`config.mk`:
```
export PLATFORM = sky130hd
export DESIGN_NAME = nfp_regs
export DESIGN_NICKNAME = d
export VERILOG_FILES = /design/src/nfp_pkg.sv /design/src/nfp_nco_if.sv /design/src/nfp_nco_acc.sv /design/src/nfp_regs.sv
export VERILOG_INCLUDE_DIRS = /design/src
export SDC_FILE = /design/constraint.sdc
export NUM_CORES = 1
export LEC_CHECK = 0
export BUFFER_PORTS_ARGS = -buffer_cell sky130_fd_sc_hd__clkbuf_2
export CAP_MARGIN = 10
export CELL_PAD_IN_SITES_DETAIL_PLACEMENT = 0
export CELL_PAD_IN_SITES_GLOBAL_PLACEMENT = 1
export CORE_MARGIN = 8
export CORE_UTILIZATION = 40
export DETAILED_ROUTE_END_ITERATION = 8
export PLACE_DENSITY = 0.81
export REMOVE_ABC_BUFFERS = 1
export SETUP_SLACK_MARGIN = 0.3
export SLEW_MARGIN = 20
export SYNTH_ARGS = -nofsm -noshare
export SYNTH_HDL_FRONTEND = slang
export SYNTH_HIERARCHICAL = 1
export SYNTH_SLANG_ARGS = --single-unit
```
`constraint.sdc`:
```
create_clock -name core_clk -period 2.6 [get_ports core_clk]
set_clock_uncertainty 0.1 [all_clocks]
set_input_delay 0.13 -clock core_clk [delete_from_list [all_inputs] [get_ports core_clk]]
set_output_delay 0.13 -clock core_clk [all_outputs]
set_load 0.05 [all_outputs]
```
`src/nfp_cfg.svh`:
```
// Register indices, field positions and reset values of the NCO/PLL bank
`ifndef NFP_CFG_SVH
`define NFP_CFG_SVH

// ****************************************************************
// Register indices (byte address is four times the index)
// ****************************************************************
`define NFP_IDX_PHADJ_AB    8'h12
`define NFP_IDX_PHADJ_CD    8'h13
`define NFP_IDX_FREQ_AB_LO  8'h14
`define NFP_IDX_FREQ_AB_HI  8'h15
`define NFP_IDX_FREQ_CD_LO  8'h16
`define NFP_IDX_FREQ_CD_HI  8'h17
`define NFP_IDX_MULT_CTL    8'h18
`define NFP_IDX_MULT_DIV    8'h19
`define NFP_IDX_LOAD_CTL    8'h20

// ****************************************************************
// Field positions
// ****************************************************************
`define NFP_CTL_DISCHARGE   12
`define NFP_CTL_NSYNC_EN    11
`define NFP_CTL_PLL_EN      10
`define NFP_CTL_PUMP_HI     7
`define NFP_CTL_PUMP_LO     6
`define NFP_CTL_PRE_HI      5
`define NFP_CTL_PRE_LO      3
`define NFP_DIV_M_HI        15
`define NFP_DIV_M_LO        8
`define NFP_DIV_N_HI        7
`define NFP_DIV_N_LO        4
`define NFP_DIV_BIAS_HI     3
`define NFP_DIV_BIAS_LO     2
`define NFP_LOAD_AB_BIT     0
`define NFP_LOAD_CD_BIT     1

// ****************************************************************
// Reset values and bus answers
// ****************************************************************
`define NFP_RST_WORD        16'h0000
`define NFP_RST_MULT_CTL    16'h2808
`define NFP_RST_MULT_DIV    16'h0440
`define NFP_RST_LOAD_CTL    2'h3
`define NFP_M_MIN           7'h04
`define NFP_RESP_OKAY       2'h0
`define NFP_RESP_SLVERR     2'h2

`endif

```
`src/nfp_pkg.sv`:
```
// Types shared by the NCO/PLL configuration bank
package nfp_pkg;

	// Charge pump selection codes
	typedef enum logic [1:0] {
		NFP_PUMP_NONE   = 2'b00,
		NFP_PUMP_SINGLE = 2'b01,
		NFP_PUMP_UNUSED = 2'b10,
		NFP_PUMP_DUAL   = 2'b11
	} nfp_pump_t;

	// Whole state of the register bank and its bus slave
	typedef struct packed {
		logic        awFull;
		logic [7:0]  awIdx;
		logic        wFull;
		logic [15:0] wData;
		logic [1:0]  wStrb;
		logic        bValid;
		logic [1:0]  bResp;
		logic        rValid;
		logic [31:0] rData;
		logic [1:0]  rResp;
		logic [15:0] freqAbLo;
		logic [15:0] freqAbHi;
		logic [15:0] freqCdLo;
		logic [15:0] freqCdHi;
		logic [15:0] phAdjAb;
		logic [15:0] phAdjCd;
		logic [15:0] multCtl;
		logic [15:0] multDiv;
		logic [1:0]  loadCtl;
		logic        loadAb;
		logic        loadCd;
		logic        nDivSync;
	} nfp_state_t;

	// Whole state of one oscillator accumulator
	typedef struct packed {
		logic [31:0] acc;
		logic [31:0] freq;
		logic [15:0] adj;
		logic [15:0] phase;
	} nfp_nco_state_t;

endpackage : nfp_pkg

```
`src/nfp_nco_if.sv`:
```
// Carrier between the register bank and one oscillator accumulator
interface nfp_nco_if;
	logic [31:0] freqWord;
	logic [15:0] phaseAdjust;
	logic        load;
	logic [15:0] phase;
	logic [31:0] activeFreq;

	modport ctrl (output freqWord, output phaseAdjust, output load,
		input phase, input activeFreq);
	modport core (input freqWord, input phaseAdjust, input load,
		output phase, output activeFreq);
endinterface : nfp_nco_if

```
`src/nfp_nco_acc.sv`:
```
// Oscillator accumulator with double-buffered frequency and phase offset
module nfp_nco_acc (
	// Clock and reset
	input wire logic  core_clk,
	input wire logic  rstn,
	// Settings in, phase out
	nfp_nco_if.core   nco
);

	nfp_pkg::nfp_nco_state_t s;
	nfp_pkg::nfp_nco_state_t n;

	// Next state of accumulator and active settings
	always_comb begin
		n = s;
		// RL17 RL18: atomic settings load
		if (nco.load) begin
			n.freq = nco.freqWord;
			n.adj  = nco.phaseAdjust;
		end
		// RL19: wrapping accumulation
		n.acc = s.acc + s.freq;  // Carry out drops: modulo 2^32
		// RL16: upper sixteen bits only
		n.phase = s.acc[31:16] + s.adj;
	end

	// State register
	always_ff @(posedge core_clk) begin
		if (!rstn) begin
			s <= '0;
		end else begin
			s <= n;
		end
	end

	assign nco.phase      = s.phase;
	// RL3: word is signed two's complement
	assign nco.activeFreq = s.freq;

endmodule : nfp_nco_acc

```
`src/nfp_regs.sv`:
```
// NCO frequency and clock multiplier configuration bank on AXI4-Lite
//
// What this block does
// RL1: AB frequency word low half at 0x14, high half at 0x15.
// RL2: CD frequency word low half at 0x16, high half at 0x17.
// RL3: Frequency words are signed; one step is Fs over 2^32.
// RL4: Discharge bit 12 set pulls loop filter to zero volts.
// RL5: Software restarts a locked-up PLL by toggling discharge one-zero.
// RL6: Bit 11 set lets the LVDS sync align PLL N dividers.
// RL7: Bit 10 set runs clock through PLL; clear bypasses it.
// RL8: Pump field 7:6 decodes none, single, unused, dual.
// RL9: Prescaler field 5:3 gives 2 to 7, code 000 gives 8.
// RL10: Read-only bits 2:0 report loop filter voltage, 0.4125 V steps.
// RL11: Software tunes VCO so reported code stays 010 to 101.
// RL12: M top bit zero divides by low seven bits, 4 to 127.
// RL13: M top bit one divides by twice low bits, 8 to 254.
// RL14: N field 7:4 divides by code plus one.
// RL15: Software sets VCO bias field 3:2 to 01 for normal use.
// RL16: Upper sixteen accumulator bits plus offset feed the lookup.
// RL17: AB halves take effect only when AB phase offset written; with load control bit 0 clear they act at once.
// RL18: CD halves take effect only when CD phase offset written; with load control bit 1 clear they act at once.
// RL19: Accumulators add their frequency word each clock, wrapping.
`include "nfp_cfg.svh"

module nfp_regs (
	// Clock and reset
	input  wire logic                   core_clk,
	input  wire logic                   rstn,
	// AXI4-Lite write address
	input  wire logic                   s_axi_awvalid,
	output logic                        s_axi_awready,
	input  wire logic [31:0]            s_axi_awaddr,
	// AXI4-Lite write data
	input  wire logic                   s_axi_wvalid,
	output logic                        s_axi_wready,
	input  wire logic [31:0]            s_axi_wdata,
	input  wire logic [3:0]             s_axi_wstrb,
	// AXI4-Lite write response
	output logic                        s_axi_bvalid,
	input  wire logic                   s_axi_bready,
	output logic [1:0]                  s_axi_bresp,
	// AXI4-Lite read address
	input  wire logic                   s_axi_arvalid,
	output logic                        s_axi_arready,
	input  wire logic [31:0]            s_axi_araddr,
	// AXI4-Lite read data
	output logic                        s_axi_rvalid,
	input  wire logic                   s_axi_rready,
	output logic [31:0]                 s_axi_rdata,
	output logic [1:0]                  s_axi_rresp,
	// Analogue status and sync in
	input  wire logic [2:0]             loopFilterLevel,
	input  wire logic                   lvdsSync,
	// Multiplier controls out
	output logic                        loopFilterDischarge,
	output logic                        nDividerSync,
	output logic                        pllEnable,
	output logic                        pllBypass,
	output nfp_pkg::nfp_pump_t          chargePumpSelect,
	output logic [1:0]                  pumpCount,
	output logic [3:0]                  prescaleDivide,
	output logic                        prescaleValid,
	output logic [7:0]                  mDivide,
	output logic                        mValid,
	output logic [4:0]                  nDivide,
	output logic [1:0]                  vcoBiasTune,
	// Oscillator outputs
	output logic [15:0]                 phaseAb,
	output logic [15:0]                 phaseCd,
	output logic [31:0]                 activeFreqAb,
	output logic [31:0]                 activeFreqCd
);

	// ****************************************************************
	// State and local signals
	// ****************************************************************
	nfp_pkg::nfp_state_t s;
	nfp_pkg::nfp_state_t n;

	logic       awHs;
	logic       wHs;
	logic       haveAw;
	logic       haveW;
	logic       doWrite;
	logic [7:0] wrIdx;
	logic [15:0] wrData;
	logic [1:0] wrStrb;
	logic [7:0] rdIdx;
	logic       wrHit;

	nfp_nco_if ncoAb ();
	nfp_nco_if ncoCd ();

	// ****************************************************************
	// Helpers
	// ****************************************************************

	// Byte-lane merge of a write into a 16-bit register
	function automatic logic [15:0] merge16(input logic [15:0] old,
		input logic [15:0] data, input logic [1:0] strb);
		logic [15:0] r;
		r = old;
		if (strb[0]) begin
			r[7:0] = data[7:0];
		end
		if (strb[1]) begin
			r[15:8] = data[15:8];
		end
		return r;
	endfunction : merge16

	// Index decode: true for every mapped register
	function automatic logic mapped(input logic [7:0] idx);
		logic r;
		case (idx)
			`NFP_IDX_PHADJ_AB,
			`NFP_IDX_PHADJ_CD,
			`NFP_IDX_FREQ_AB_LO,
			`NFP_IDX_FREQ_AB_HI,
			`NFP_IDX_FREQ_CD_LO,
			`NFP_IDX_FREQ_CD_HI,
			`NFP_IDX_MULT_CTL,
			`NFP_IDX_MULT_DIV,
			`NFP_IDX_LOAD_CTL: r = 1'b1;
			default:           r = 1'b0;
		endcase
		return r;
	endfunction : mapped

	// ****************************************************************
	// Bus handshakes
	// ****************************************************************

	// One write at a time: address and data stall while a response waits
	assign s_axi_awready = !s.awFull && !s.bValid;
	assign s_axi_wready  = !s.wFull && !s.bValid;
	assign s_axi_arready = !s.rValid;

	assign awHs   = s_axi_awvalid && s_axi_awready;
	assign wHs    = s_axi_wvalid && s_axi_wready;
	assign haveAw = s.awFull || awHs;
	assign haveW  = s.wFull || wHs;
	assign doWrite = haveAw && haveW && !s.bValid;

	// Take the halves from the holding flops or straight from the bus
	assign wrIdx  = s.awFull ? s.awIdx : s_axi_awaddr[9:2];
	assign wrData = s.wFull ? s.wData : s_axi_wdata[15:0];
	assign wrStrb = s.wFull ? s.wStrb : s_axi_wstrb[1:0];
	assign rdIdx  = s_axi_araddr[9:2];
	assign wrHit  = mapped(wrIdx);

	// ****************************************************************
	// Next state
	// ****************************************************************
	always_comb begin
		n = s;

		// Hold an address or data that arrives alone
		if (awHs && !doWrite) begin
			n.awFull = 1'b1;
			n.awIdx  = s_axi_awaddr[9:2];
		end
		if (wHs && !doWrite) begin
			n.wFull = 1'b1;
			n.wData = s_axi_wdata[15:0];
			n.wStrb = s_axi_wstrb[1:0];
		end

		// Response retires when the master takes it
		if (s.bValid && s_axi_bready) begin
			n.bValid = 1'b0;
		end

		// Default: no settings load this cycle unless loads are open
		n.loadAb = !s.loadCtl[`NFP_LOAD_AB_BIT];
		n.loadCd = !s.loadCtl[`NFP_LOAD_CD_BIT];

		// Register write
		if (doWrite) begin
			n.awFull = 1'b0;
			n.wFull  = 1'b0;
			n.bValid = 1'b1;
			n.bResp  = wrHit ? `NFP_RESP_OKAY : `NFP_RESP_SLVERR;
			case (wrIdx)
				// RL1: AB word halves
				`NFP_IDX_FREQ_AB_LO: begin
					n.freqAbLo = merge16(s.freqAbLo, wrData, wrStrb);
				end
				`NFP_IDX_FREQ_AB_HI: begin
					n.freqAbHi = merge16(s.freqAbHi, wrData, wrStrb);
				end
				// RL2: CD word halves
				`NFP_IDX_FREQ_CD_LO: begin
					n.freqCdLo = merge16(s.freqCdLo, wrData, wrStrb);
				end
				`NFP_IDX_FREQ_CD_HI: begin
					n.freqCdHi = merge16(s.freqCdHi, wrData, wrStrb);
				end
				// RL17: offset write releases AB load
				`NFP_IDX_PHADJ_AB: begin
					n.phAdjAb = merge16(s.phAdjAb, wrData, wrStrb);
					n.loadAb  = 1'b1;
				end
				// RL18: offset write releases CD load
				`NFP_IDX_PHADJ_CD: begin
					n.phAdjCd = merge16(s.phAdjCd, wrData, wrStrb);
					n.loadCd  = 1'b1;
				end
				// RL10: low three bits are not stored
				`NFP_IDX_MULT_CTL: begin
					n.multCtl = merge16(s.multCtl, wrData, wrStrb);
					n.multCtl[2:0] = 3'h0;
				end
				`NFP_IDX_MULT_DIV: begin
					n.multDiv = merge16(s.multDiv, wrData, wrStrb);
				end
				`NFP_IDX_LOAD_CTL: begin
					if (wrStrb[0]) begin
						n.loadCtl = wrData[1:0];
					end
				end
				default: begin
					n.bResp = `NFP_RESP_SLVERR;
				end
			endcase
		end

		// Read: answer one cycle after the address is taken
		if (s.rValid && s_axi_rready) begin
			n.rValid = 1'b0;
		end
		if (s_axi_arvalid && s_axi_arready) begin
			n.rValid = 1'b1;
			n.rResp  = `NFP_RESP_OKAY;
			n.rData  = 32'h0000_0000;
			case (rdIdx)
				`NFP_IDX_PHADJ_AB:   n.rData[15:0] = s.phAdjAb;
				`NFP_IDX_PHADJ_CD:   n.rData[15:0] = s.phAdjCd;
				`NFP_IDX_FREQ_AB_LO: n.rData[15:0] = s.freqAbLo;
				`NFP_IDX_FREQ_AB_HI: n.rData[15:0] = s.freqAbHi;
				`NFP_IDX_FREQ_CD_LO: n.rData[15:0] = s.freqCdLo;
				`NFP_IDX_FREQ_CD_HI: n.rData[15:0] = s.freqCdHi;
				// RL10: live loop filter level
				`NFP_IDX_MULT_CTL: begin
					n.rData[15:0] = {s.multCtl[15:3], loopFilterLevel};
				end
				`NFP_IDX_MULT_DIV:   n.rData[15:0] = s.multDiv;
				`NFP_IDX_LOAD_CTL:   n.rData[1:0]  = s.loadCtl;
				default: begin
					n.rResp = `NFP_RESP_SLVERR;
				end
			endcase
		end

		// RL6: sync gated by enable
		n.nDivSync = lvdsSync && s.multCtl[`NFP_CTL_NSYNC_EN];
	end

	// ****************************************************************
	// State register
	// ****************************************************************
	always_ff @(posedge core_clk) begin
		if (!rstn) begin
			s          <= '0;
			s.freqAbLo <= `NFP_RST_WORD;
			s.freqAbHi <= `NFP_RST_WORD;
			s.freqCdLo <= `NFP_RST_WORD;
			s.freqCdHi <= `NFP_RST_WORD;
			s.phAdjAb  <= `NFP_RST_WORD;
			s.phAdjCd  <= `NFP_RST_WORD;
			s.multCtl  <= `NFP_RST_MULT_CTL;
			s.multDiv  <= `NFP_RST_MULT_DIV;
			s.loadCtl  <= `NFP_RST_LOAD_CTL;
		end else begin
			s <= n;
		end
	end

	// ****************************************************************
	// Bus outputs
	// ****************************************************************
	assign s_axi_bvalid = s.bValid;
	assign s_axi_bresp  = s.bResp;
	assign s_axi_rvalid = s.rValid;
	assign s_axi_rdata  = s.rData;
	assign s_axi_rresp  = s.rResp;

	// ****************************************************************
	// Multiplier control decode
	// ****************************************************************

	// RL4: discharge level
	assign loopFilterDischarge = s.multCtl[`NFP_CTL_DISCHARGE];
	assign nDividerSync        = s.nDivSync;

	// RL7: enable or bypass
	assign pllEnable = s.multCtl[`NFP_CTL_PLL_EN];
	assign pllBypass = !s.multCtl[`NFP_CTL_PLL_EN];

	// RL8: charge pump decode
	always_comb begin
		chargePumpSelect = nfp_pkg::nfp_pump_t'(
			s.multCtl[`NFP_CTL_PUMP_HI:`NFP_CTL_PUMP_LO]);
		case (chargePumpSelect)
			nfp_pkg::NFP_PUMP_SINGLE: pumpCount = 2'h1;
			nfp_pkg::NFP_PUMP_DUAL:   pumpCount = 2'h2;
			default:                  pumpCount = 2'h0;  // Unused as none
		endcase
	end

	// RL9: prescaler decode, code 001 has no ratio
	always_comb begin
		case (s.multCtl[`NFP_CTL_PRE_HI:`NFP_CTL_PRE_LO])
			3'h0: begin
				prescaleDivide = 4'h8;
				prescaleValid  = 1'b1;
			end
			3'h1: begin
				prescaleDivide = 4'h0;
				prescaleValid  = 1'b0;
			end
			default: begin
				prescaleDivide = {1'b0,
					s.multCtl[`NFP_CTL_PRE_HI:`NFP_CTL_PRE_LO]};
				prescaleValid  = 1'b1;
			end
		endcase
	end

	// RL12 RL13: M ratio, doubled when top bit set
	always_comb begin
		if (s.multDiv[`NFP_DIV_M_HI]) begin
			mDivide = {s.multDiv[`NFP_DIV_M_HI-1:`NFP_DIV_M_LO], 1'b0};
		end else begin
			mDivide = {1'b0, s.multDiv[`NFP_DIV_M_HI-1:`NFP_DIV_M_LO]};
		end
		// Same floor on the code for both ranges
		mValid = s.multDiv[`NFP_DIV_M_HI-1:`NFP_DIV_M_LO] >= `NFP_M_MIN;
	end

	// RL14: N ratio is code plus one
	assign nDivide = {1'b0, s.multDiv[`NFP_DIV_N_HI:`NFP_DIV_N_LO]} + 5'h01;

	// RL15: bias field passes as written
	assign vcoBiasTune = s.multDiv[`NFP_DIV_BIAS_HI:`NFP_DIV_BIAS_LO];

	// ****************************************************************
	// Oscillators
	// ****************************************************************

	// Shadow words feed the accumulators; they only act on load
	assign ncoAb.freqWord    = {s.freqAbHi, s.freqAbLo};
	assign ncoAb.phaseAdjust = s.phAdjAb;
	assign ncoAb.load        = s.loadAb;
	assign ncoCd.freqWord    = {s.freqCdHi, s.freqCdLo};
	assign ncoCd.phaseAdjust = s.phAdjCd;
	assign ncoCd.load        = s.loadCd;

	// AB path accumulator
	nfp_nco_acc u_nco_ab (
		.core_clk (core_clk),
		.rstn     (rstn),
		.nco      (ncoAb.core)
	);

	// CD path accumulator
	nfp_nco_acc u_nco_cd (
		.core_clk (core_clk),
		.rstn     (rstn),
		.nco      (ncoCd.core)
	);

	assign phaseAb      = ncoAb.phase;
	assign phaseCd      = ncoCd.phase;
	assign activeFreqAb = ncoAb.activeFreq;
	assign activeFreqCd = ncoCd.activeFreq;

endmodule : nfp_regs

```
==> flow_summary.json <==
{
  "status": "complete, but fails checks",
  "violations": "negative setup slack",
  "setup_slack_ns": -0.0893,
  "hold_viol_final": 0,
  "powerDensity_mw_per_mm2": 529,
  "max_freq_mhz": 372,
  "p_leak_nw": 10.3,
  "critical_path.max_stage_delay_ns": 0.34,
  "r2r_cells": 11,
  "fp.dieW_um": 240,
  "maxCapViolCount": 0,
  "fin_crit_ns": 2.69,
  "fin_tns_setup_ns": -0.225,
  "ys.warnings.count": 6,
  "area_growth_pct": 24.0,
  "dp.cells": 2964,
  "clock_latency_ns": 0.58,
  "peakVddDrop_uv": 440,
  "io_buffers": 192,
  "detail-route-antenna-nets": 0,
  "path_clk_slew_ns": 0.06,
  "r2r-start": "u_nco_cd/nco.activeFreq[0]",
  "p_sw_mw": 3.24,
  "h-tree-depth": 2,
  "ys.flop_type": "dfxtp_1",
  "drc": 0,
  "cts_tree": "done",
  "antenna_found_initial": 1,
  "ys_seq_area_frac": 0.369,
  "synth.top_cell.area_share": 0.369,
  "swShare": 0.246,
  "grt_overflow": 0,
  "fin_nets": 2641,
  "start_kind": "register",
  "synth_edf_count": 0,
  "finish.utilization": 0.499,
  "numCtsBuffers": 43,
  "layout_commonest_cell": "dfxtp_1",
  "worstPathCellList": "ha_4 > fa_2 > a21o_1 > a31o_2 > a211oi_2 > o31a_1 > o221ai_4 > buf_4 > buf_6 > xnor2_2 > nor2_1",
  "p_total_mw": 13.2,
  "drive_gt1_frac": 0.284,
  "syn_inst": 2210,
  "rsz0062_at_grt": "true",
  "period_share": 1.03,
  "core_area_sq_mm": 0.0499,
  "dieHeight_um": 240,
  "arrival_ns": 3.02,
  "relSlewSlack": 0.442,
  "synth_area_leaders": "dfxtp_1 (37%), mux2i_1 (10%), ha_1 (5.8%), buf_4 (5.3%), nor2_1 (3.9%)",
  "async_flop_share": 0,
  "grt_use_total": 0.219,
  "root_buffer": "clkbuf_16",
  "worst_path_max_delay_cell": "fa_2",
  "ys_seq_elements": 370,
  "ios": 277,
  "ys_types": 106,
  "finalMaxSlewViolations": 0,
  "routed_via_density": 5.52,
  "dieArea_sq_mm": 0.0576,
  "gp_congestion": 0.891,
  "n_fill_cell": 4587,
  "grt_max_degree": 126,
  "intPower_mw": 9.93,
  "drt_iter0_markers": 1359,
  "critPathCapture": "u_nco_cd/s[86]",
  "avgSynthCellArea_sq_um": 9.08,
  "stdcell_count": 3140,
  "layout_common_cells": "dfxtp_1 (354), nor2_1 (207), mux2i_1 (201)",
  "routed_wl_um": 66700,
  "critPathRequiredTime_ns": 2.93,
  "critPathMaxFanout": 3,
  "grt_pass1_wl_um": 99300,
  "dp_hpwl_um": 47800,
  "ctsLongestPathBuffers": 3,
  "clock_power_share": 0.488,
  "end_kind": "register",
  "start_util": 0.402,
  "min_path_type": "in2reg",
  "synth_top_area_cell": "dfxtp_1",
  "reg2reg_slack_ns": -0.09,
  "tightest_slew_ns": 0.838,
  "cts_sinks": 370,
  "critical_path_class": "reg2reg",
  "syn_area_sq_mm": 0.0201,
  "setup_viol": 4,
  "crit_start": "u_nco_cd/nco.activeFreq[0]",
  "grt_pass1_vias": 16800,
  "pwr-share-comb": 0.075,
  "r2r-end": "u_nco_cd/s[86]",
  "dr_total_vias": 17300,
  "core.rowCount": 82,
  "p_seq_frac": 0.438,
  "avgRoutedWirePerCell_um": 21.2,
  "dr.pass1.iters": 5
}
through the flow:
stage	instance area [sq um]	hold WS (ns)	setup WS, ns
after floorplan	18600	0.0919	-1.46
after global placement	21400	0.271	-0.257
after detailed placement	21400	0.274	-0.301
after CTS	24000	0.0781	-0.0218
after global routing	24900	0.140	-0.149
final	24900	0.120	-0.0893
critical path, delay by kind of cell, from the launching register on:
family	cells	cell delay [ns]
compound gates	5	1.17
xor+xnor	1	0.10
fa+ha+maj	2	0.50
buf+inv	2	0.29
flops	1	0.33
simple gates	1	0.05
per-layer routing:
metal  track usage  up-vias  part of all wire
met5             0        -                 0
li1              -     8226                 -
met1         0.285     8301              0.43
met3        0.0416      160             0.070
met2         0.351      654              0.45
met4        0.0932        0             0.045
area by class of cell:
type                            instances  area [sq um]  share of cell area
Antenna cell                            1          2.50            0.000101
Clock inverter                         23           300              0.0121
Multi-Input combinational cell       1587         12200               0.489
Tap cell                              672           841              0.0338
Inverter                               28           105             0.00422
Clock buffer                           56          1210              0.0485
Timing Repair Buffer                  403          2820               0.113
Sequential cell                       370          7430               0.299
cell usage after synthesis (9+ instances only):
master	instances
a22oi_1	13
xnor2_1	28
a31o_2	15
o21a_1	19
a21oi_1	117
o211ai_1	11
mux2_2	30
and3_1	14
nand2_1	154
ha_1	93
nor2b_1	62
nor3_1	22
nand4_1	20
clkbuf_1	67
buf_4	143
mux2i_1	201
dfxtp_1	370
nand3_1	85
nor2_1	211
xor2_1	31
o21ai_2	9
a21o_1	41
and2_1	42
buf_1	15
o221ai_1	9
nand2b_1	23
o21ai_0	53
a31oi_1	19
buf_2	16
inv_1	28
nor3b_1	9
o21ai_1	53
worst min-delay path by stage:
stage / from / end / slack [ns] / cells past startpoint
5_1_grt: s_axi_araddr[2] / s_axi_rdata[0] / 0.14 / 3
3_5_place_dp: lvdsSync / nDividerSync / 0.27 / 2
6_report: s_axi_araddr[2] / s_axi_rdata[0] / 0.12 / 3
2_1_floorplan: rstn / s[11] / 0.09 / 1
4_1_cts: s_axi_araddr[2] / s_axi_rdata[0] / 0.08 / 3
3_3_place_gp: s_axi_wdata[10] / s[183] / 0.27 / 3
timing repair:
item                       in CTS  in global routing
setup buffers                  22                 26
cloned                          6                  4
resized for setup             125                111
hold buffers                   38                  0
setup endpoints to repair     130                137
hold endpoints to repair       95                  0
pin swaps                      72                 65
cells by family after synthesis:
group,after synthesis,synth area share
compound gates,470,0.159
xor+xnor,59,0.0257
fa+ha+maj,97,0.0620
buf+inv,277,0.0827
flops,370,0.369
mux,235,0.122
other cells,1,0.000187
simple gates,701,0.179
flip-flops by register name, summed over array words and instances, names as in the netlist:
name                     cells
s_axi_rvalid                 1
ncoCd.phaseAdjust           16
s_axi_bvalid                 1
chargePumpSelect             2
s_axi_rdata                 16
u_nco_ab/nco.activeFreq     32
ncoAb.phaseAdjust           16
u_nco_cd/nco.activeFreq     32
u_nco_cd/s                  48
vcoBiasTune                  2
ncoCd.freqWord              32
u_nco_ab/s                  48
pllEnable                    1
u_nco_cd/nco.phase          16
ncoCd.load                   1
u_nco_ab/nco.phase          16
s_axi_bresp                  1
s_axi_rresp                  1
ncoAb.freqWord              32
ncoAb.load                   1
loopFilterDischarge          1
nDividerSync                 1
s                           53
power by group through the flow:
stage | Clock, mW | Combinational [mW] | Sequential (mW)
floorplan | 0 | 0.448 | 5.92
global placement | 0 | 0.827 | 5.88
detailed placement | 0 | 0.837 | 5.88
CTS | 6.57 | 0.919 | 5.76
global route | 6.79 | 1.04 | 5.76
finish | 6.42 | 0.983 | 5.76
Note: power is estimated with default switching activity, not from simulation.
